### src/shared/ddp_pkg.sv
/*
  Package for the dual data pointer unit: register offsets, control field
  positions, reset values, mode encodings and the carrier structs.
  Assumes a single core clock domain and an AXI4-Lite master with 32-bit data.
*/
package ddp_pkg;

  // ************************************************************
  // Register map, word indices; the AXI4-Lite byte address is four times the index.
  // ************************************************************
  localparam logic [7:0] DDP_ADDR_CTRL   = 8'hA7;
  localparam logic [7:0] DDP_ADDR_LOW    = 8'h82;
  localparam logic [7:0] DDP_ADDR_HIGH   = 8'h83;
  localparam logic [7:0] DDP_ADDR_SHADOW = 8'h88;
  localparam logic [7:0] DDP_ADDR_MAIN   = 8'h8C;

  // ************************************************************
  // Control field positions, widths and reset values.
  // ************************************************************
  localparam int         DDP_SEL_BIT     = 0;
  localparam int         DDP_MAIN_LSB    = 2;
  localparam int         DDP_SHADOW_LSB  = 4;
  localparam int         DDP_SWAP_BIT    = 6;
  localparam logic [7:0] DDP_CTRL_MASK   = 8'h7D;
  localparam logic [7:0] DDP_CTRL_RESET  = 8'h00;
  localparam logic [15:0] DDP_PTR_RESET  = 16'h0000;
  localparam logic [1:0] DDP_RESP_OKAY   = 2'h0;
  localparam logic [1:0] DDP_RESP_SLVERR = 2'h2;

  // ************************************************************
  // Post-move modes and carriers.
  // ************************************************************
  typedef enum logic [1:0] {
    DDP_MODE_KEEP = 2'h0,
    DDP_MODE_INC  = 2'h1,
    DDP_MODE_DEC  = 2'h2,
    DDP_MODE_FLIP = 2'h3
  } ddp_mode_t;

  typedef struct packed {
    logic        load;
    logic [15:0] value;
    logic        move;
  } ddp_core_req_t;

  typedef struct packed {
    logic [15:0] mainp;
    logic [15:0] shadowp;
    logic [7:0]  ctrl;
    logic        aw_seen;
    logic        w_seen;
    logic [7:0]  aw_addr;
    logic [31:0] w_data;
    logic [3:0]  w_strb;
    logic        bvalid;
    logic [1:0]  bresp;
    logic        rvalid;
    logic [31:0] rdata;
    logic [1:0]  rresp;
    logic        awready;
    logic        wready;
    logic        arready;
    logic [15:0] active;
  } ddp_state_t;

endpackage

### src/rtl/ddp_unit.sv
/*
  Dual data pointer unit with AXI4-Lite register access.
  Assumes the core presents load and move strobes synchronous to clock_in,
  raising move only for moves addressed through the data pointer.
  Each register owns one aligned 32-bit word at four times its index, with
  its bits from byte lane 0 (lanes 0-1 for the shadow and main words). Only address bits [9:2] are decoded, so the map
  repeats every 1 KiB; software must keep the upper address bits at zero.
*/
`timescale 1ns/1ps
module ddp_unit (
  input  wire logic                   clock_in,
  input  wire logic                   rst_b_in,
  input  wire ddp_pkg::ddp_core_req_t core_req_in,
  output logic [15:0]                 active_pointer_out,
  input  wire logic [31:0]            s_axi_awaddr_in,
  input  wire logic                   s_axi_awvalid_in,
  output logic                        s_axi_awready_out,
  input  wire logic [31:0]            s_axi_wdata_in,
  input  wire logic [3:0]             s_axi_wstrb_in,
  input  wire logic                   s_axi_wvalid_in,
  output logic                        s_axi_wready_out,
  output logic [1:0]                  s_axi_bresp_out,
  output logic                        s_axi_bvalid_out,
  input  wire logic                   s_axi_bready_in,
  input  wire logic [31:0]            s_axi_araddr_in,
  input  wire logic                   s_axi_arvalid_in,
  output logic                        s_axi_arready_out,
  output logic [31:0]                 s_axi_rdata_out,
  output logic [1:0]                  s_axi_rresp_out,
  output logic                        s_axi_rvalid_out,
  input  wire logic                   s_axi_rready_in
);

  ddp_pkg::ddp_state_t state_q;
  ddp_pkg::ddp_state_t state_d;

  // ************************************************************
  // Pointer step function.
  // ************************************************************
  // Applies the post-move mode to one pointer value.
  function automatic logic [15:0] step_pointer(input logic [15:0] p, input logic [1:0] m);
    logic [15:0] r;
    r = p;
    unique case (ddp_pkg::ddp_mode_t'(m))
      ddp_pkg::DDP_MODE_KEEP: r = p;
      ddp_pkg::DDP_MODE_INC:  r = p + 16'h0001;
      ddp_pkg::DDP_MODE_DEC:  r = p - 16'h0001;
      ddp_pkg::DDP_MODE_FLIP: r = {p[15:1], ~p[0]};
    endcase
    return r;
  endfunction

  // Read mux; unmapped addresses answer with an error and zero data.
  function automatic logic [32:0] read_word(input ddp_pkg::ddp_state_t s, input logic [7:0] a);
    logic [32:0] r;
    r = {1'b0, 32'h0000_0000};
    unique case (a)
      ddp_pkg::DDP_ADDR_CTRL:   r = {1'b1, 24'h00_0000, s.ctrl};
      ddp_pkg::DDP_ADDR_LOW:    r = {1'b1, 24'h00_0000, s.active[7:0]};
      ddp_pkg::DDP_ADDR_HIGH:   r = {1'b1, 24'h00_0000, s.active[15:8]};
      ddp_pkg::DDP_ADDR_SHADOW: r = {1'b1, 16'h0000, s.shadowp};
      ddp_pkg::DDP_ADDR_MAIN:   r = {1'b1, 16'h0000, s.mainp};
      default:                  r = {1'b0, 32'h0000_0000};
    endcase
    return r;
  endfunction

  // ************************************************************
  // Next-state logic.
  // ************************************************************
  // Order within one cycle: bus write, then core load, then core move.
  // A core load in the same cycle as a bus write wins on the pointer; a core move steps the written value.
  always_comb
  begin
    logic        sel;
    logic [15:0] cur;
    logic [32:0] rd;
    logic        wr_go;
    sel   = 1'b0;
    cur   = 16'h0000;
    rd    = 33'h0_0000_0000;
    wr_go = 1'b0;
    state_d = state_q;

    // ************************************************************
    // Bus write path.
    // ************************************************************
    // Write address and data are taken independently, in either order.
    // The address is kept as a word index; lane bits [1:0] are not decoded.
    if (s_axi_awvalid_in && state_q.awready)
    begin
      state_d.aw_seen = 1'b1;
      state_d.aw_addr = s_axi_awaddr_in[9:2];
    end
    // A response still waiting for bready holds off both channels.
    if (s_axi_wvalid_in && state_q.wready)
    begin
      state_d.w_seen = 1'b1;
      state_d.w_data = s_axi_wdata_in;
      state_d.w_strb = s_axi_wstrb_in;
    end
    wr_go = state_q.aw_seen && state_q.w_seen;
    if (wr_go)
    begin
      state_d.aw_seen = 1'b0;
      state_d.w_seen  = 1'b0;
      state_d.bvalid  = 1'b1;
      state_d.bresp   = ddp_pkg::DDP_RESP_OKAY;
      // Each 8-bit register sits in byte lane 0 of its own word, so only strobe 0 counts.
      unique case (state_q.aw_addr)
        ddp_pkg::DDP_ADDR_CTRL:
        begin
          if (state_q.w_strb[0])
            state_d.ctrl = state_q.w_data[7:0] & ddp_pkg::DDP_CTRL_MASK;
        end
        ddp_pkg::DDP_ADDR_LOW, ddp_pkg::DDP_ADDR_HIGH:
        begin
          sel = state_q.ctrl[ddp_pkg::DDP_SEL_BIT];
          cur = sel ? state_q.shadowp : state_q.mainp;
          if (state_q.w_strb[0])
          begin
            if (state_q.aw_addr == ddp_pkg::DDP_ADDR_LOW)
              cur[7:0] = state_q.w_data[7:0];
            else
              cur[15:8] = state_q.w_data[7:0];
          end
          if (sel)
            state_d.shadowp = cur;
          else
            state_d.mainp = cur;
        end
        ddp_pkg::DDP_ADDR_SHADOW, ddp_pkg::DDP_ADDR_MAIN: state_d.bresp = ddp_pkg::DDP_RESP_OKAY;
        default: state_d.bresp = ddp_pkg::DDP_RESP_SLVERR;
      endcase
    end
    if (state_q.bvalid && s_axi_bready_in)
      state_d.bvalid = 1'b0;

    // ************************************************************
    // Bus read path.
    // ************************************************************
    // Read: one-cycle answer once the address is taken.
    // Data come from registered state, so a same-cycle core move is not yet visible.
    if (s_axi_arvalid_in && state_q.arready)
    begin
      rd = read_word(state_q, s_axi_araddr_in[9:2]);
      state_d.rvalid = 1'b1;
      state_d.rdata  = rd[31:0];
      state_d.rresp  = rd[32] ? ddp_pkg::DDP_RESP_OKAY : ddp_pkg::DDP_RESP_SLVERR;
    end
    else if (state_q.rvalid && s_axi_rready_in)
      state_d.rvalid = 1'b0;

    // ************************************************************
    // Core pointer path.
    // ************************************************************
    // Core pointer load and qualifying move act on the active pointer only.
    sel = state_d.ctrl[ddp_pkg::DDP_SEL_BIT];
    if (core_req_in.load)
    begin
      if (sel)
        state_d.shadowp = core_req_in.value;
      else
        state_d.mainp = core_req_in.value;
    end
    // Move is raised only for data-pointer addressed moves.
    if (core_req_in.move)
    begin
      if (sel)
        state_d.shadowp = step_pointer(state_d.shadowp, state_d.ctrl[ddp_pkg::DDP_SHADOW_LSB +: 2]);
      else
        state_d.mainp = step_pointer(state_d.mainp, state_d.ctrl[ddp_pkg::DDP_MAIN_LSB +: 2]);
      // Swap comes after the update of the pointer that the move used.
      if (state_d.ctrl[ddp_pkg::DDP_SWAP_BIT])
        state_d.ctrl[ddp_pkg::DDP_SEL_BIT] = ~sel;
    end

    // Registered view of the active pointer for the core and byte registers.
    state_d.active = state_d.ctrl[ddp_pkg::DDP_SEL_BIT] ? state_d.shadowp : state_d.mainp;

    // ************************************************************
    // Handshake readies.
    // ************************************************************
    // The readies are registered copies of the gates on the stored state.
    // Deriving them from the next state keeps the timing of a plain gate without a combinational output.
    state_d.awready = !state_d.aw_seen && !state_d.bvalid;
    state_d.wready  = !state_d.w_seen && !state_d.bvalid;
    state_d.arready = !state_d.rvalid;
  end

  // ************************************************************
  // State register.
  // ************************************************************
  // All state resets to constants; control resets to zero.
  always_ff @(posedge clock_in or negedge rst_b_in)
  begin
    if (!rst_b_in)
    begin
      state_q         <= '0;
      state_q.ctrl    <= ddp_pkg::DDP_CTRL_RESET;
      state_q.mainp   <= ddp_pkg::DDP_PTR_RESET;
      state_q.shadowp <= ddp_pkg::DDP_PTR_RESET;
      // Readies leave reset high so the first request is taken at once.
      state_q.awready <= 1'b1;
      state_q.wready  <= 1'b1;
      state_q.arready <= 1'b1;
    end
    else
      state_q <= state_d;
  end

  // Outputs are direct flip-flop copies.
  assign active_pointer_out = state_q.active;
  assign s_axi_awready_out  = state_q.awready;
  assign s_axi_wready_out   = state_q.wready;
  assign s_axi_bvalid_out   = state_q.bvalid;
  assign s_axi_bresp_out    = state_q.bresp;
  assign s_axi_arready_out  = state_q.arready;
  assign s_axi_rvalid_out   = state_q.rvalid;
  assign s_axi_rdata_out    = state_q.rdata;
  assign s_axi_rresp_out    = state_q.rresp;

endmodule

### config.mk
export PLATFORM = sky130hd
export DESIGN_NAME = ddp_unit
export DESIGN_NICKNAME = d
export VERILOG_FILES = /design/src/shared/ddp_pkg.sv /design/src/rtl/ddp_unit.sv
export SDC_FILE = /design/constraint.sdc
export NUM_CORES = 1
export LEC_CHECK = 0
export ABC_AREA = 0
export BUFFER_PORTS_ARGS = -buffer_cell sky130_fd_sc_hd__buf_4
export CORE_ASPECT_RATIO = 1.1
export CORE_MARGIN = 2
export CORE_UTILIZATION = 58
export DETAILED_ROUTE_END_ITERATION = 10
export HOLD_SLACK_MARGIN = 0.08
export PLACE_DENSITY = 0.87
export REMOVE_ABC_BUFFERS = 1
export SLEW_MARGIN = 20
export SYNTH_ARGS = -nofsm -noshare
export SYNTH_HDL_FRONTEND = slang
export SYNTH_SLANG_ARGS = --single-unit
export TNS_END_PERCENT = 5
### constraint.sdc
create_clock -name clock_in -period 13.7 [get_ports clock_in]
set_clock_uncertainty 0.15 [all_clocks]
set_input_delay 2.055 -clock clock_in [delete_from_list [all_inputs] [get_ports clock_in]]
set_output_delay 2.055 -clock clock_in [all_outputs]
set_load 0.005 [all_outputs]
==> metrics.txt, run 1 <==
global-route wire length before repair just under 30,000 um; Iter 0 DRT Violations 824; core outline area 11,500 um2; count of inserted antenna diode cells 0; TritonCTS sink count 96; total routing usage reported by global routing between 30% and 40%; setup total negative slack 0 ns; largest driver fanout on the critical path 26; number of failing hold endpoints at the final stage 0; Clock Root Buffer clkbuf_16; initial antenna violation count 0; vias about 6.0k; count of fill cells added during filler insertion just under 900; ys async rst share 100%; total length of routed wires 19,100 um; cells resized by post-CTS repair 0; chip height approximately 120 um; slew at the pin closest to its max-slew limit ~1.1 ns; unrepaired setup endpoints after global routing no; arrival time at the worst endpoint between 6 and 7 ns; number of global-route vias before repair 6,026; endpoints failing setup 0; hold buffer count at cts 0; Post-synth EDFFs 0; residual overflow from global routing 0; Synth cell types between 60 and 70; result of the run complete, no violations; crit path time final roughly 6 ns; yosys synthesis warning count 0; kind of start point of the critical path primary input; Achievable Freq roughly 170 MHz; I/O pin count between 150 and 200; placement row count 41; clock power share a little under a fifth; routed wl met2 a little over 9000 um; Max-cap violations 0; GPL Wtd Cong a little under 1; leakage power ~3.6 nW; Mapped Cells roughly 750; length of routed met3 wiring approximately 1700 um; number of instances in the placed design a little over 900; Bufs on Longest Clock Path 2; Psw 0.000561 W; maximum number of pins on one net before global-route repair 64; switching share of total power between 40% and 50%; Final Max Tran Viols 0; number of cells in the finished layout apart from fillers between 900 and 1k; element type at the critical path end flip-flop; clock latency at the later pin of the worst-skew pair about 0.35 ns; Max-slew headroom between 20% and 30%; fraction of power consumed by combinational cells approximately 46%; wire length per cell after detailed routing about 20 um; Reg power frac 35.2%; final worst-path cycle share 44.2%; most instantiated flip-flop cell in the synthesis netlist dfrtp_1; postcts setup bufs 0; clock tree from TritonCTS yes; number of buffer cells added on primary ports 88; class of the worst hold path reg -> reg; register bit count reported by yosys 96; post-route total power between 0.001 and 0.0015 W; number of antenna-violating nets in the routed design 0; average footprint of a synthesized cell just over 9 um2; first-pass iteration count of the detailed router 7; Clock Pin Slew Worst Setup and Hold Paths approximately 0.060 ns; highest ir drop seen on vdd about 0.075 mV; width of the chip approximately 110 um; Crit Path Category in -> reg; share of layout cells above drive strength 1 21.1%; final core utilization between 60% and 70%; Total Nets Final 949; post-synthesis cell area about 6900 um2; Via-to-Cell Ratio around 6.4; Pwr Density 182 nW/um2; combined area of the multi-input logic cells around 4000 um2; die area ~13,000 um2; Syn-to-layout area delta 10.7%; top layer used by detailed routing met4; internal power component ~0.00083 W; CTS buffer count 9; post-route met1 wirelength 7210 um; CTS H-Tree Depth 3; proportion of synthesized chip area in sequential cells about a third; DRC errors left 0; sequential cell area between 2000 and 2500 um2; final instance area 7640 um2; required time at the endpoint of the critical path between 10 and 15 ns; effective utilization at floorplan between 50% and 60%; DPL Wire Length ~14,000 um; dpl cell area approximately 7300 um2
==> metrics by stage <==
step	setup slack (ns)	hold slack [ns]
3_3_place_gp	7.49	0.312
6_report	7.64	0.339
5_1_grt	7.44	0.358
3_5_place_dp	7.45	0.324
2_1_floorplan	8.21	0.323
4_1_cts	7.79	0.338
==> area by class of cell <==
| cell class | count | share of cell area, % |
|---|---|---|
| clock inverter | 3 | 0.622 |
| timing repair buffer | 90 | 8.84 |
| inverter | 21 | 1.03 |
| multi-input combinational | 565 | 52.0 |
| sequential | 96 | 31.5 |
| tap | 150 | 2.45 |
| clock buffer | 13 | 3.54 |
==> worst max-delay path: stages <==
cell and delay, ns:
buf_4 0.09, o21a_1 0.81, o21ai_0 0.50, ha_1 0.45, a21oi_1 0.21, o21ai_0 0.16
a21oi_1 0.18, o21bai_1 0.09, a2111oi_0 0.74, nor2_1 0.15, xor2_1 0.18, a22o_1 0.20
mux2_2 0.28
==> path summary, 6_finish.rpt <==
kind	from	to	slack (ns)	cells past startpoint
max in group asynchronous	rst_b_in	state_q[103]$_DFF_PN0_	10.73	2
max	core_req_in[17]	active_pointer_out[13]$_DFF_PN0_	7.64	13
max reg2reg	state_q[97]$_DFFE_PN0P_	active_pointer_out[13]$_DFF_PN0_	7.85	14
min reg2reg	s_axi_rdata_out[15]$_DFFE_PN0P_	s_axi_rdata_out[15]$_DFFE_PN0P_	0.34	2
min	s_axi_rdata_out[15]$_DFFE_PN0P_	s_axi_rdata_out[15]$_DFFE_PN0P_	0.34	2
min in group asynchronous	rst_b_in	active_pointer_out[2]$_DFF_PN0_	1.49	1
==> placed cells by master, fill, tap and decap left out, types with 18 or more instances in the layout <==
master,netlist,layout
a21oi_1,44,44
nand2_1,93,93
nor2_1,39,38
dfrtp_1,93,92
mux2i_1,55,55
ha_1,39,39
buf_4,52,90
mux2_2,45,45
inv_1,20,20
conb_1,1,18
o21ai_0,55,55
==> power by group through the flow <==
| stage | Clock [W] | Combinational (W) | Sequential (W) |
|---|---|---|---|
| 2_1_floorplan | 0 | 0.000428 | 0.000453 |
| 3_3_place_gp | 0 | 0.000579 | 0.000478 |
| 3_5_place_dp | 0 | 0.000614 | 0.000486 |
| 4_1_cts | 0.000265 | 0.000623 | 0.000482 |
| 5_1_grt | 0.000276 | 0.000687 | 0.000496 |
| 6_report | 0.000266 | 0.000636 | 0.000489 |
==> Yosys cell counts, types with 2 or more instances <==
| cell | instances | share of area (%) |
|---|---|---|
| mux2_2 | 45 | 7.3 |
| xor2_1 | 12 | 1.5 |
| o21bai_1 | 2 | 0.22 |
| o311a_1 | 2 | 0.29 |
| fa_1 | 2 | 0.58 |
| clkbuf_1 | 22 | 1.2 |
| a21oi_1 | 44 | 3.2 |
| a31oi_1 | 5 | 0.45 |
| inv_1 | 20 | 1.1 |
| and2_1 | 2 | 0.18 |
| ha_1 | 39 | 7.1 |
| o211ai_1 | 6 | 0.65 |
| o21ai_0 | 55 | 4.0 |
| buf_2 | 6 | 0.43 |
| nand4_1 | 2 | 0.18 |
| buf_1 | 2 | 0.11 |
| a32oi_1 | 2 | 0.25 |
| a22o_1 | 16 | 2.0 |
| nor3b_1 | 2 | 0.22 |
| nor4_1 | 2 | 0.18 |
| nand2b_1 | 6 | 0.54 |
| buf_4 | 52 | 5.7 |
| dfstp_2 | 3 | 1.1 |
| dfrtp_1 | 93 | 34 |
| nand2_1 | 93 | 5.1 |
| nor3_1 | 6 | 0.43 |
| or2_2 | 5 | 0.45 |
| nor2_1 | 39 | 2.1 |
| xnor2_1 | 17 | 2.2 |
| nand3_1 | 7 | 0.51 |
| or3_1 | 3 | 0.27 |
| a32o_1 | 2 | 0.29 |
| and3_1 | 3 | 0.27 |
| mux2i_1 | 55 | 8.0 |
| o21ai_1 | 7 | 0.51 |
| o21a_1 | 6 | 0.65 |
| o22a_1 | 2 | 0.25 |
| o31a_1 | 2 | 0.25 |
| o22ai_1 | 7 | 0.63 |
| o41ai_1 | 3 | 0.38 |
| nor2b_1 | 5 | 0.45 |
| a21o_1 | 9 | 0.98 |
| o31ai_1 | 12 | 1.3 |
==> logic make-up (layout without fill, tap and decap cells) <==
kind of cell	after synthesis	after routing	share of synthesized area (%)
AO/OA/AOI/OAI	192	192	17.6
XOR/XNOR	29	29	3.68
adder cells (fa/ha/maj)	41	41	7.64
buffers and inverters	103	127	8.53
flip-flops	96	96	34.8
multiplexers	101	101	15.5
other	1	18	0.0543
AND/OR/NAND/NOR	184	184	12.2
==> per-layer routing <==
| metal | up-vias | global-route usage [%] |
|---|---|---|
| li1 | 2671 | - |
| met1 | 2886 | 37.6 |
| met2 | 392 | 50.2 |
| met3 | 73 | 3.64 |
| met4 | 0 | 16.2 |
| met5 | - | 0 |
==> flip-flops by register name, summed over array words and instances, names as in the netlist <==
name,flops
active_pointer_out,16
s_axi_arready_out,1
s_axi_awready_out,1
s_axi_bresp_out,1
s_axi_bvalid_out,1
s_axi_rdata_out,16
s_axi_rresp_out,1
s_axi_rvalid_out,1
s_axi_wready_out,1
state_q,57
No activity file was read; power rests on OpenSTA's default activity.
==> inputs of run 2 (changes only) <==
Settings changed: CORE_UTILIZATION 58 to 49, PLACE_DENSITY 0.87 to 0.78.
Clock period 13.7 ns to 4.97 ns, I/O delays scaled along.
==> run 2 against run 1 <==
Against the previous run: global-route usage decreased by 5.4 points; worst setup slack got worse by 7.4 ns; highest routed layer unchanged; wire length decreased by 3.9%; clock power increased to 2.6 times the previous value; clock-buffer cell count decreased by 3; largest cell class unchanged; sequential power increased to 2.7 times the previous value; non-clock buffer count increased by 29; register-to-register slack got worse by 7.6 ns.
==> metrics.txt, run 2 (synthesis gave the netlist of run 1 again) <==
wire length per cell after detailed routing 18.3 um (-10%); element type at the critical path end flip-flop; final worst-path cycle share a little over nine tenths; number of antenna-violating nets in the routed design 0 (unchanged); Max-slew headroom 31.5% (+7.2 points); CTS buffer count 9 (unchanged); top register by number of flip-flops state_q; Pwr Density 483 nW/um2 (+170%); number of global-route vias before repair 5,425 (-10%); critical path, cell by cell or3b_4 -> o31a_1 -> or3_1 -> mux2_2 -> fa_1 -> a21o_1 -> a21oi_1 -> o211a_1 -> o41ai_1 -> buf_4 -> a2111o_1 -> a31oi_1 -> xnor2_1 -> nand2_1 -> a32oi_1; Via-to-Cell Ratio 5.76 (-10%); effective utilization at floorplan 50.1% (-9.8 points); Crit Path Category reg -> reg; top layer used by detailed routing met4; required time at the endpoint of the critical path 5.07 ns (-8.70 ns); final instance area 7910 um2 (+3.4%); GPL Wtd Cong 0.987 (+1.3%); width of the chip 117 um (+8.5%); class of the worst hold path in -> async; endpoints failing setup 0 (unchanged); count of fill cells added during filler insertion 1,204 (+38%); combined area of the multi-input logic cells 4000 um2 (+0.44%); DPL Wire Length 13,700 um (about the same); Clock Root Buffer clkbuf_16; postcts setup bufs 0 (unchanged); share of layout cells above drive strength 1 24.2% (+3.2 points); dpl cell area 7590 um2 (+3.7%); Total Nets Final 978 (+3.1%); global-route wire length before repair 28,200 um (-5.5%); count of inserted antenna diode cells 0 (unchanged); total routing usage reported by global routing 24.6% (-5.4 points); routed wl met2 8750 um (-6.2%); Max-cap violations 0 (unchanged); core outline area 13,800 um2 (+20%); slew at the pin closest to its max-slew limit 1.02 ns (-0.111 ns); chip height 129 um (+8.5%); sequential cell area 2410 um2 (about the same); unrepaired setup endpoints after global routing no; vias 5,786 (-3.9%); leakage power 3.74 nW (+3.7%); I/O pin count 182 (unchanged); Iter 0 DRT Violations 483 (-41%); setup total negative slack 0 ns (unchanged); die area 15,100 um2 (+18%); post-route met1 wirelength 7830 um (+8.7%); DRC errors left 0 (unchanged); number of instances in the placed design 989 (+7.3%); total length of routed wires 18,300 um (-3.9%); initial antenna violation count 0 (unchanged); number of cells in the finished layout apart from fillers 1,005 (+7.1%); TritonCTS sink count 96 (unchanged); crit path time final about 4.7 ns; largest driver fanout on the critical path 9 (-65%); max FFs per register 57 (unchanged); clock tree from TritonCTS yes; clock latency at the later pin of the worst-skew pair 0.35 ns (about the same); first-pass iteration count of the detailed router 7 (unchanged); number of failing hold endpoints at the final stage 0 (unchanged); residual overflow from global routing 0 (unchanged); Final Max Tran Viols 0 (unchanged); commonest cells after routing, fill and taps aside 119 x buf_4, 93 x nand2_1, 93 x dfrtp_1; CTS H-Tree Depth 3 (unchanged); post-route total power 0.00382 W (+170%); Critical Path Max Stage Delay 0.47 ns (-0.34 ns); number of buffer cells added on primary ports 88 (unchanged); Crit path max-delay family compound AO/OA/AOI/OAI gates; Hold Worst Slack 0.244 ns (-0.0948 ns); maximum number of pins on one net before global-route repair 55 (-14%); Achievable Freq about 210 MHz; kind of start point of the critical path flip-flop; most common cell after layout, fill and taps aside buf_4; length of routed met3 wiring 1240 um (-26%); result of the run complete, no violations; arrival time at the worst endpoint 4.82 ns (-1.31 ns); Clock Pin Slew Worst Setup and Hold Paths 0.06 ns (about the same); highest ir drop seen on vdd 0.219 mV (+190%); CP max-delay cell or3b_4; number of buffers and inverters on the critical path 1 (unchanged); Syn-to-layout area delta 14.5%; Bufs on Longest Clock Path 2 (unchanged); placement row count 45 (+9.8%)
## run 2: layer usage
layer / global-route usage (%) / up-vias
met2: 40.1 / 222
met1: 33.0 / 2789
met5: 0 / -
met3: 3.67 / 37
met4: 9.76 / 0
li1: - / 2738
## run 2: worst paths after layout
check | start | to | slack (ns) | depth (start not counted)
worst max-delay path | state_q[97]$_DFFE_PN0P_ | active_pointer_out[14]$_DFF_PN0_ | 0.25 | 15
worst min-delay path | rst_b_in | active_pointer_out[9]$_DFF_PN0_ | 0.24 | 1
worst max register to register | state_q[97]$_DFFE_PN0P_ | active_pointer_out[14]$_DFF_PN0_ | 0.25 | 15
worst min register to register | s_axi_rdata_out[10]$_DFFE_PN0P_ | s_axi_rdata_out[10]$_DFFE_PN0P_ | 0.32 | 2
max in group asynchronous | rst_b_in | s_axi_rdata_out[10]$_DFFE_PN0P_ | 3.33 | 2
min in group clock_in | s_axi_rdata_out[10]$_DFFE_PN0P_ | s_axi_rdata_out[10]$_DFFE_PN0P_ | 0.32 | 2
## run 2: cell type report
type / instances / area share (%)
multi-input cells: 565 / 50.5
flip-flops and latches: 96 / 30.4
repair buffers: 119 / 11.3
well taps: 188 / 2.98
clock buffers: 10 / 2.90
inverters: 21 / 0.997
clock inverters: 6 / 0.855
## run 2: power by group
part	switching [W]	internal (W)
Combinational	0.000930	0.000855
Clock	0.000307	0.000392
Sequential	0.000276	0.00106
## run 2: what timing repair did
action / 4_1_cts / 5_1_grt
gates resized for setup: 0 / 5
endpoints found under the setup margin: 0 / 6
hold buffers: 0 / 0
## run 2: stage by stage
step                util [%]  worst slack [ns]
floorplan                  -             0.304
global placement        55.0             0.136
detailed placement      55.0             0.131
CTS                     57.2             0.121
global route            57.3            0.0269
finish                  57.3             0.246
## run 2: worst register-to-register path: stages (launching register included)
cell and delay (ns):
dfrtp_1 0.40, or3b_4 0.47, o31a_1 0.38, or3_1 0.44
mux2_2 0.34, fa_1 0.44, a21o_1 0.19, a21oi_1 0.26
o211a_1 0.22, o41ai_1 0.08, buf_4 0.15, a2111o_1 0.42
a31oi_1 0.20, xnor2_1 0.13, nand2_1 0.09, a32oi_1 0.30
==> inputs of run 3 (changes only) <==
Settings changed: ABC_AREA 0 to 1, CAP_MARGIN set to 15, PLACE_DENSITY 0.78 to 0.77.
==> run 3 against run 2 <==
Against the previous run: combinational power increased by 42%; final cell count increased by 22%; synthesized cell count increased by 31%; register-to-register slack improved by 0.25 ns; worst hold slack improved by 0.044 ns; maximum frequency increased by 5.5%; first-iteration DRC count increased by 64%; synthesized area increased by 5.3%; global-route usage increased by 1.9 points; critical endpoint is now active_pointer_out[12]$_DFF_PN0_; largest cell class unchanged.
==> metrics.txt, run 3 <==
setup total negative slack 0 ns (unchanged); wire length per cell after detailed routing 17.1 um (-6.4%); count of inserted antenna diode cells 0 (unchanged); Max-slew headroom 47.5% (+16 points); CTS H-Tree Depth 3 (unchanged); Pwr Density 555 nW/um2 (+15%); required time at the endpoint of the critical path 5.07 ns (about the same); Mapped Cells 977 (+31%); Clock Pin Slew Worst Setup and Hold Paths 0.07 ns (about the same); most numerous cell in the Yosys netlist nand2_1; count of fill cells added during filler insertion 1,367 (+14%); highest ir drop seen on vdd 0.220 mV (about the same); maximum number of pins on one net before global-route repair 64 (+16%); r2r endpoint active_pointer_out[12]$_DFF_PN0_; worst setup path start state_q[99]$_DFFE_PN0P_; crit path time final 4.48 ns (-0.245 ns); proportion of synthesized chip area in sequential cells 33.1% (-1.8 points); worst reg-to-reg path cell count 21 (+6); Hold Worst Slack 0.287 ns (+0.0436 ns); number of antenna-violating nets in the routed design 0 (unchanged); kind of start point of the critical path flip-flop; Clock Root Buffer clkbuf_16; number of cells in the finished layout apart from fillers 1,222 (+22%); final instance area 8080 um2 (+2.2%); area leader, netlist dfrtp_1; sequential cell area 2410 um2 (unchanged); reg2reg start state_q[99]$_DFFE_PN0P_; Achievable Freq 223 MHz (+5.5%); die area 15,800 um2 (+5.2%); result of the run complete, no violations; average footprint of a synthesized cell 7.45 um2 (-19%); Syn-to-layout area delta 11.0%; total length of routed wires 20,900 um (+14%); cells resized by post-CTS repair 0 (unchanged); ranking of synthesized cells by area dfrtp_1 32%, nand2_1 12%, ha_1 6.7%; number of buffer cells added on primary ports 88 (unchanged); element type at the critical path end flip-flop; post-route total power 0.00449 W (+18%); number of instances in the placed design 1,206 (+22%); initial antenna violation count 0 (unchanged); cell types with the highest counts after synthesis 240 x nand2_1, 109 x inv_1, 93 x dfrtp_1, 83 x o21ai_0, 62 x a21oi_1; Total Nets Final 1,191 (+22%); clock tree from TritonCTS yes; class of the worst hold path reg -> reg; first-pass iteration count of the detailed router 6 (-1); DRC errors left 0 (unchanged); Synth cell types 54 (-17%); most common cell after layout, fill and taps aside nand2_1; chip height 132 um (+2.5%); CTS buffer count 9 (unchanged); TritonCTS sink count 96 (unchanged); dpl cell area 7790 um2 (+2.6%); vias 6,927 (+20%); ys async rst share 100% (unchanged); global-route wire length before repair 33,000 um (+17%); Crit Path Category reg -> reg; yosys synthesis warning count 0 (unchanged); placement row count 46 (+2.2%); max FFs per register 57 (unchanged); core outline area 14,400 um2 (+4.7%); share of layout cells above drive strength 1 16.2% (-8.0 points); DPL Wire Length 16,100 um (+18%); Via-to-Cell Ratio 5.67 (-1.5%); combined area of the multi-input logic cells 3950 um2 (-1.2%); clock latency at the later pin of the worst-skew pair 0.36 ns (about the same); setup slack of the worst register-to-register path 0.49 ns (+0.25 ns); residual overflow from global routing 0 (unchanged); final worst-path cycle share 90.1% (-4.9 points); post-synthesis cell area 7270 um2 (+5.3%); endpoints failing setup 0 (unchanged); Max-cap violations 0 (unchanged); Final Max Tran Viols 0 (unchanged); Bufs on Longest Clock Path 2 (unchanged); proportion of netlist area held by the largest area contributor 32.0% (-1.7 points); hold buffer count at cts 0 (unchanged); commonest cells after routing, fill and taps aside 240 x nand2_1, 109 x inv_1, 99 x buf_4; number of failing hold endpoints at the final stage 0 (unchanged); capture point of the critical path active_pointer_out[12]$_DFF_PN0_; arrival time at the worst endpoint 4.57 ns (-0.25 ns); unrepaired setup endpoints after global routing no; slew at the pin closest to its max-slew limit 0.787 ns (-0.238 ns); most instantiated flip-flop cell in the synthesis netlist dfrtp_1; Iter 0 DRT Violations 794 (+64%); postcts setup bufs 0 (unchanged); I/O pin count 182 (unchanged); top register by number of flip-flops state_q; total routing usage reported by global routing 26.5% (+1.9 points); number of global-route vias before repair 6,478 (+19%); largest driver fanout on the critical path 15 (+6); GPL Wtd Cong 1.01 (+2.3%); width of the chip 120 um (+2.5%); effective utilization at floorplan 50.4% (+0.29 points); Post-synth EDFFs 0 (unchanged); register bit count reported by yosys 96 (unchanged); leakage power 4.06 nW (+8.6%)
run 3: cell count changes in the layout (fill, tap and decap cells not counted), sizes merged, moves of 20 or more:
| cell | delta |
|---|---|
| inv | +99 |
| o21ai | +32 |
| mux2 | -44 |
| nand2 | +158 |
| buf | -20 |
| nand3 | +31 |
| nor2 | +27 |
| o211ai | +26 |
| mux2i | -54 |
run 3: worst min-delay path by stage:
| stage | cells after the start | to | from | slack, ns |
|---|---|---|---|---|
| finish | 1 | s_axi_arready_out$_DFF_PN1_ | s_axi_rvalid_out$_DFF_PN0_ | 0.29 |
| global route | 1 | s_axi_arready_out$_DFF_PN1_ | s_axi_rvalid_out$_DFF_PN0_ | 0.33 |
| CTS | 1 | s_axi_arready_out$_DFF_PN1_ | s_axi_rvalid_out$_DFF_PN0_ | 0.29 |
| detailed placement | 1 | s_axi_arready_out$_DFF_PN1_ | s_axi_rvalid_out$_DFF_PN0_ | 0.28 |
| global placement | 1 | s_axi_arready_out$_DFF_PN1_ | s_axi_rvalid_out$_DFF_PN0_ | 0.27 |
| floorplan | 1 | s_axi_arready_out$_DFF_PN1_ | s_axi_rvalid_out$_DFF_PN0_ | 0.28 |
run 3: power breakdown:
part	switching (W)	internal, W
Clock	0.000334	0.000350
Combinational	0.00163	0.000891
Sequential	0.000203	0.00108
Total	0.00216	0.00232
run 3: per-stage QoR:
stage / setup slack, ns / utilization (%)
after floorplan: 1.10 / -
after global placement: 0.712 / 53.9
after global routing: 0.186 / 55.9
after CTS: 0.642 / 55.9
final: 0.492 / 55.9
after detailed placement: 0.666 / 53.9
run 3: metal layers:
| metal | wire length [um] | global-route usage (%) |
|---|---|---|
| met5 | 0 | 0 |
| met4 | 436 | 7.71 |
| met3 | 1890 | 5.02 |
| met2 | 10100 | 44.2 |
| met1 | 8480 | 35.0 |
run 3: cells by family after synthesis:
logic type / synth area share, %
AND/OR/NAND/NOR: 24.3
buffers and inverters: 13.5
XOR/XNOR: 1.94
multiplexers: 0.447
adder cells (fa/ha/maj): 7.26
flip-flops: 33.1
AO/OA/AOI/OAI: 19.4
other: 0.0516
run 3: area by class of cell:
class	count	area share (%)
Timing Repair Buffer	99	9.20
Tap cell	192	2.97
Inverter	119	5.59
Multi-Input combinational cell	700	48.9
Clock buffer	9	2.79
Sequential cell	96	29.8
Clock inverter	7	0.790
run 3: worst max-delay path, stage by stage, from the launching register on:
cell      delay (ns)
dfrtp_1         0.36
inv_1           0.08
nand2_2         0.09
nor2_4          0.19
nand3_1         0.51
o21ai_0         0.44
inv_1           0.07
nand2_1         0.07
o211ai_1        0.08
o21ai_0         0.20
inv_1           0.09
ha_1            0.36
a21oi_1         0.15
o21ai_0         0.09
a21oi_1         0.29
o21ai_0         0.18
a21boi_0        0.37
o21ai_0         0.18
nor2_1          0.14
o22ai_2         0.10
nand2_1         0.09
nand2_1         0.06
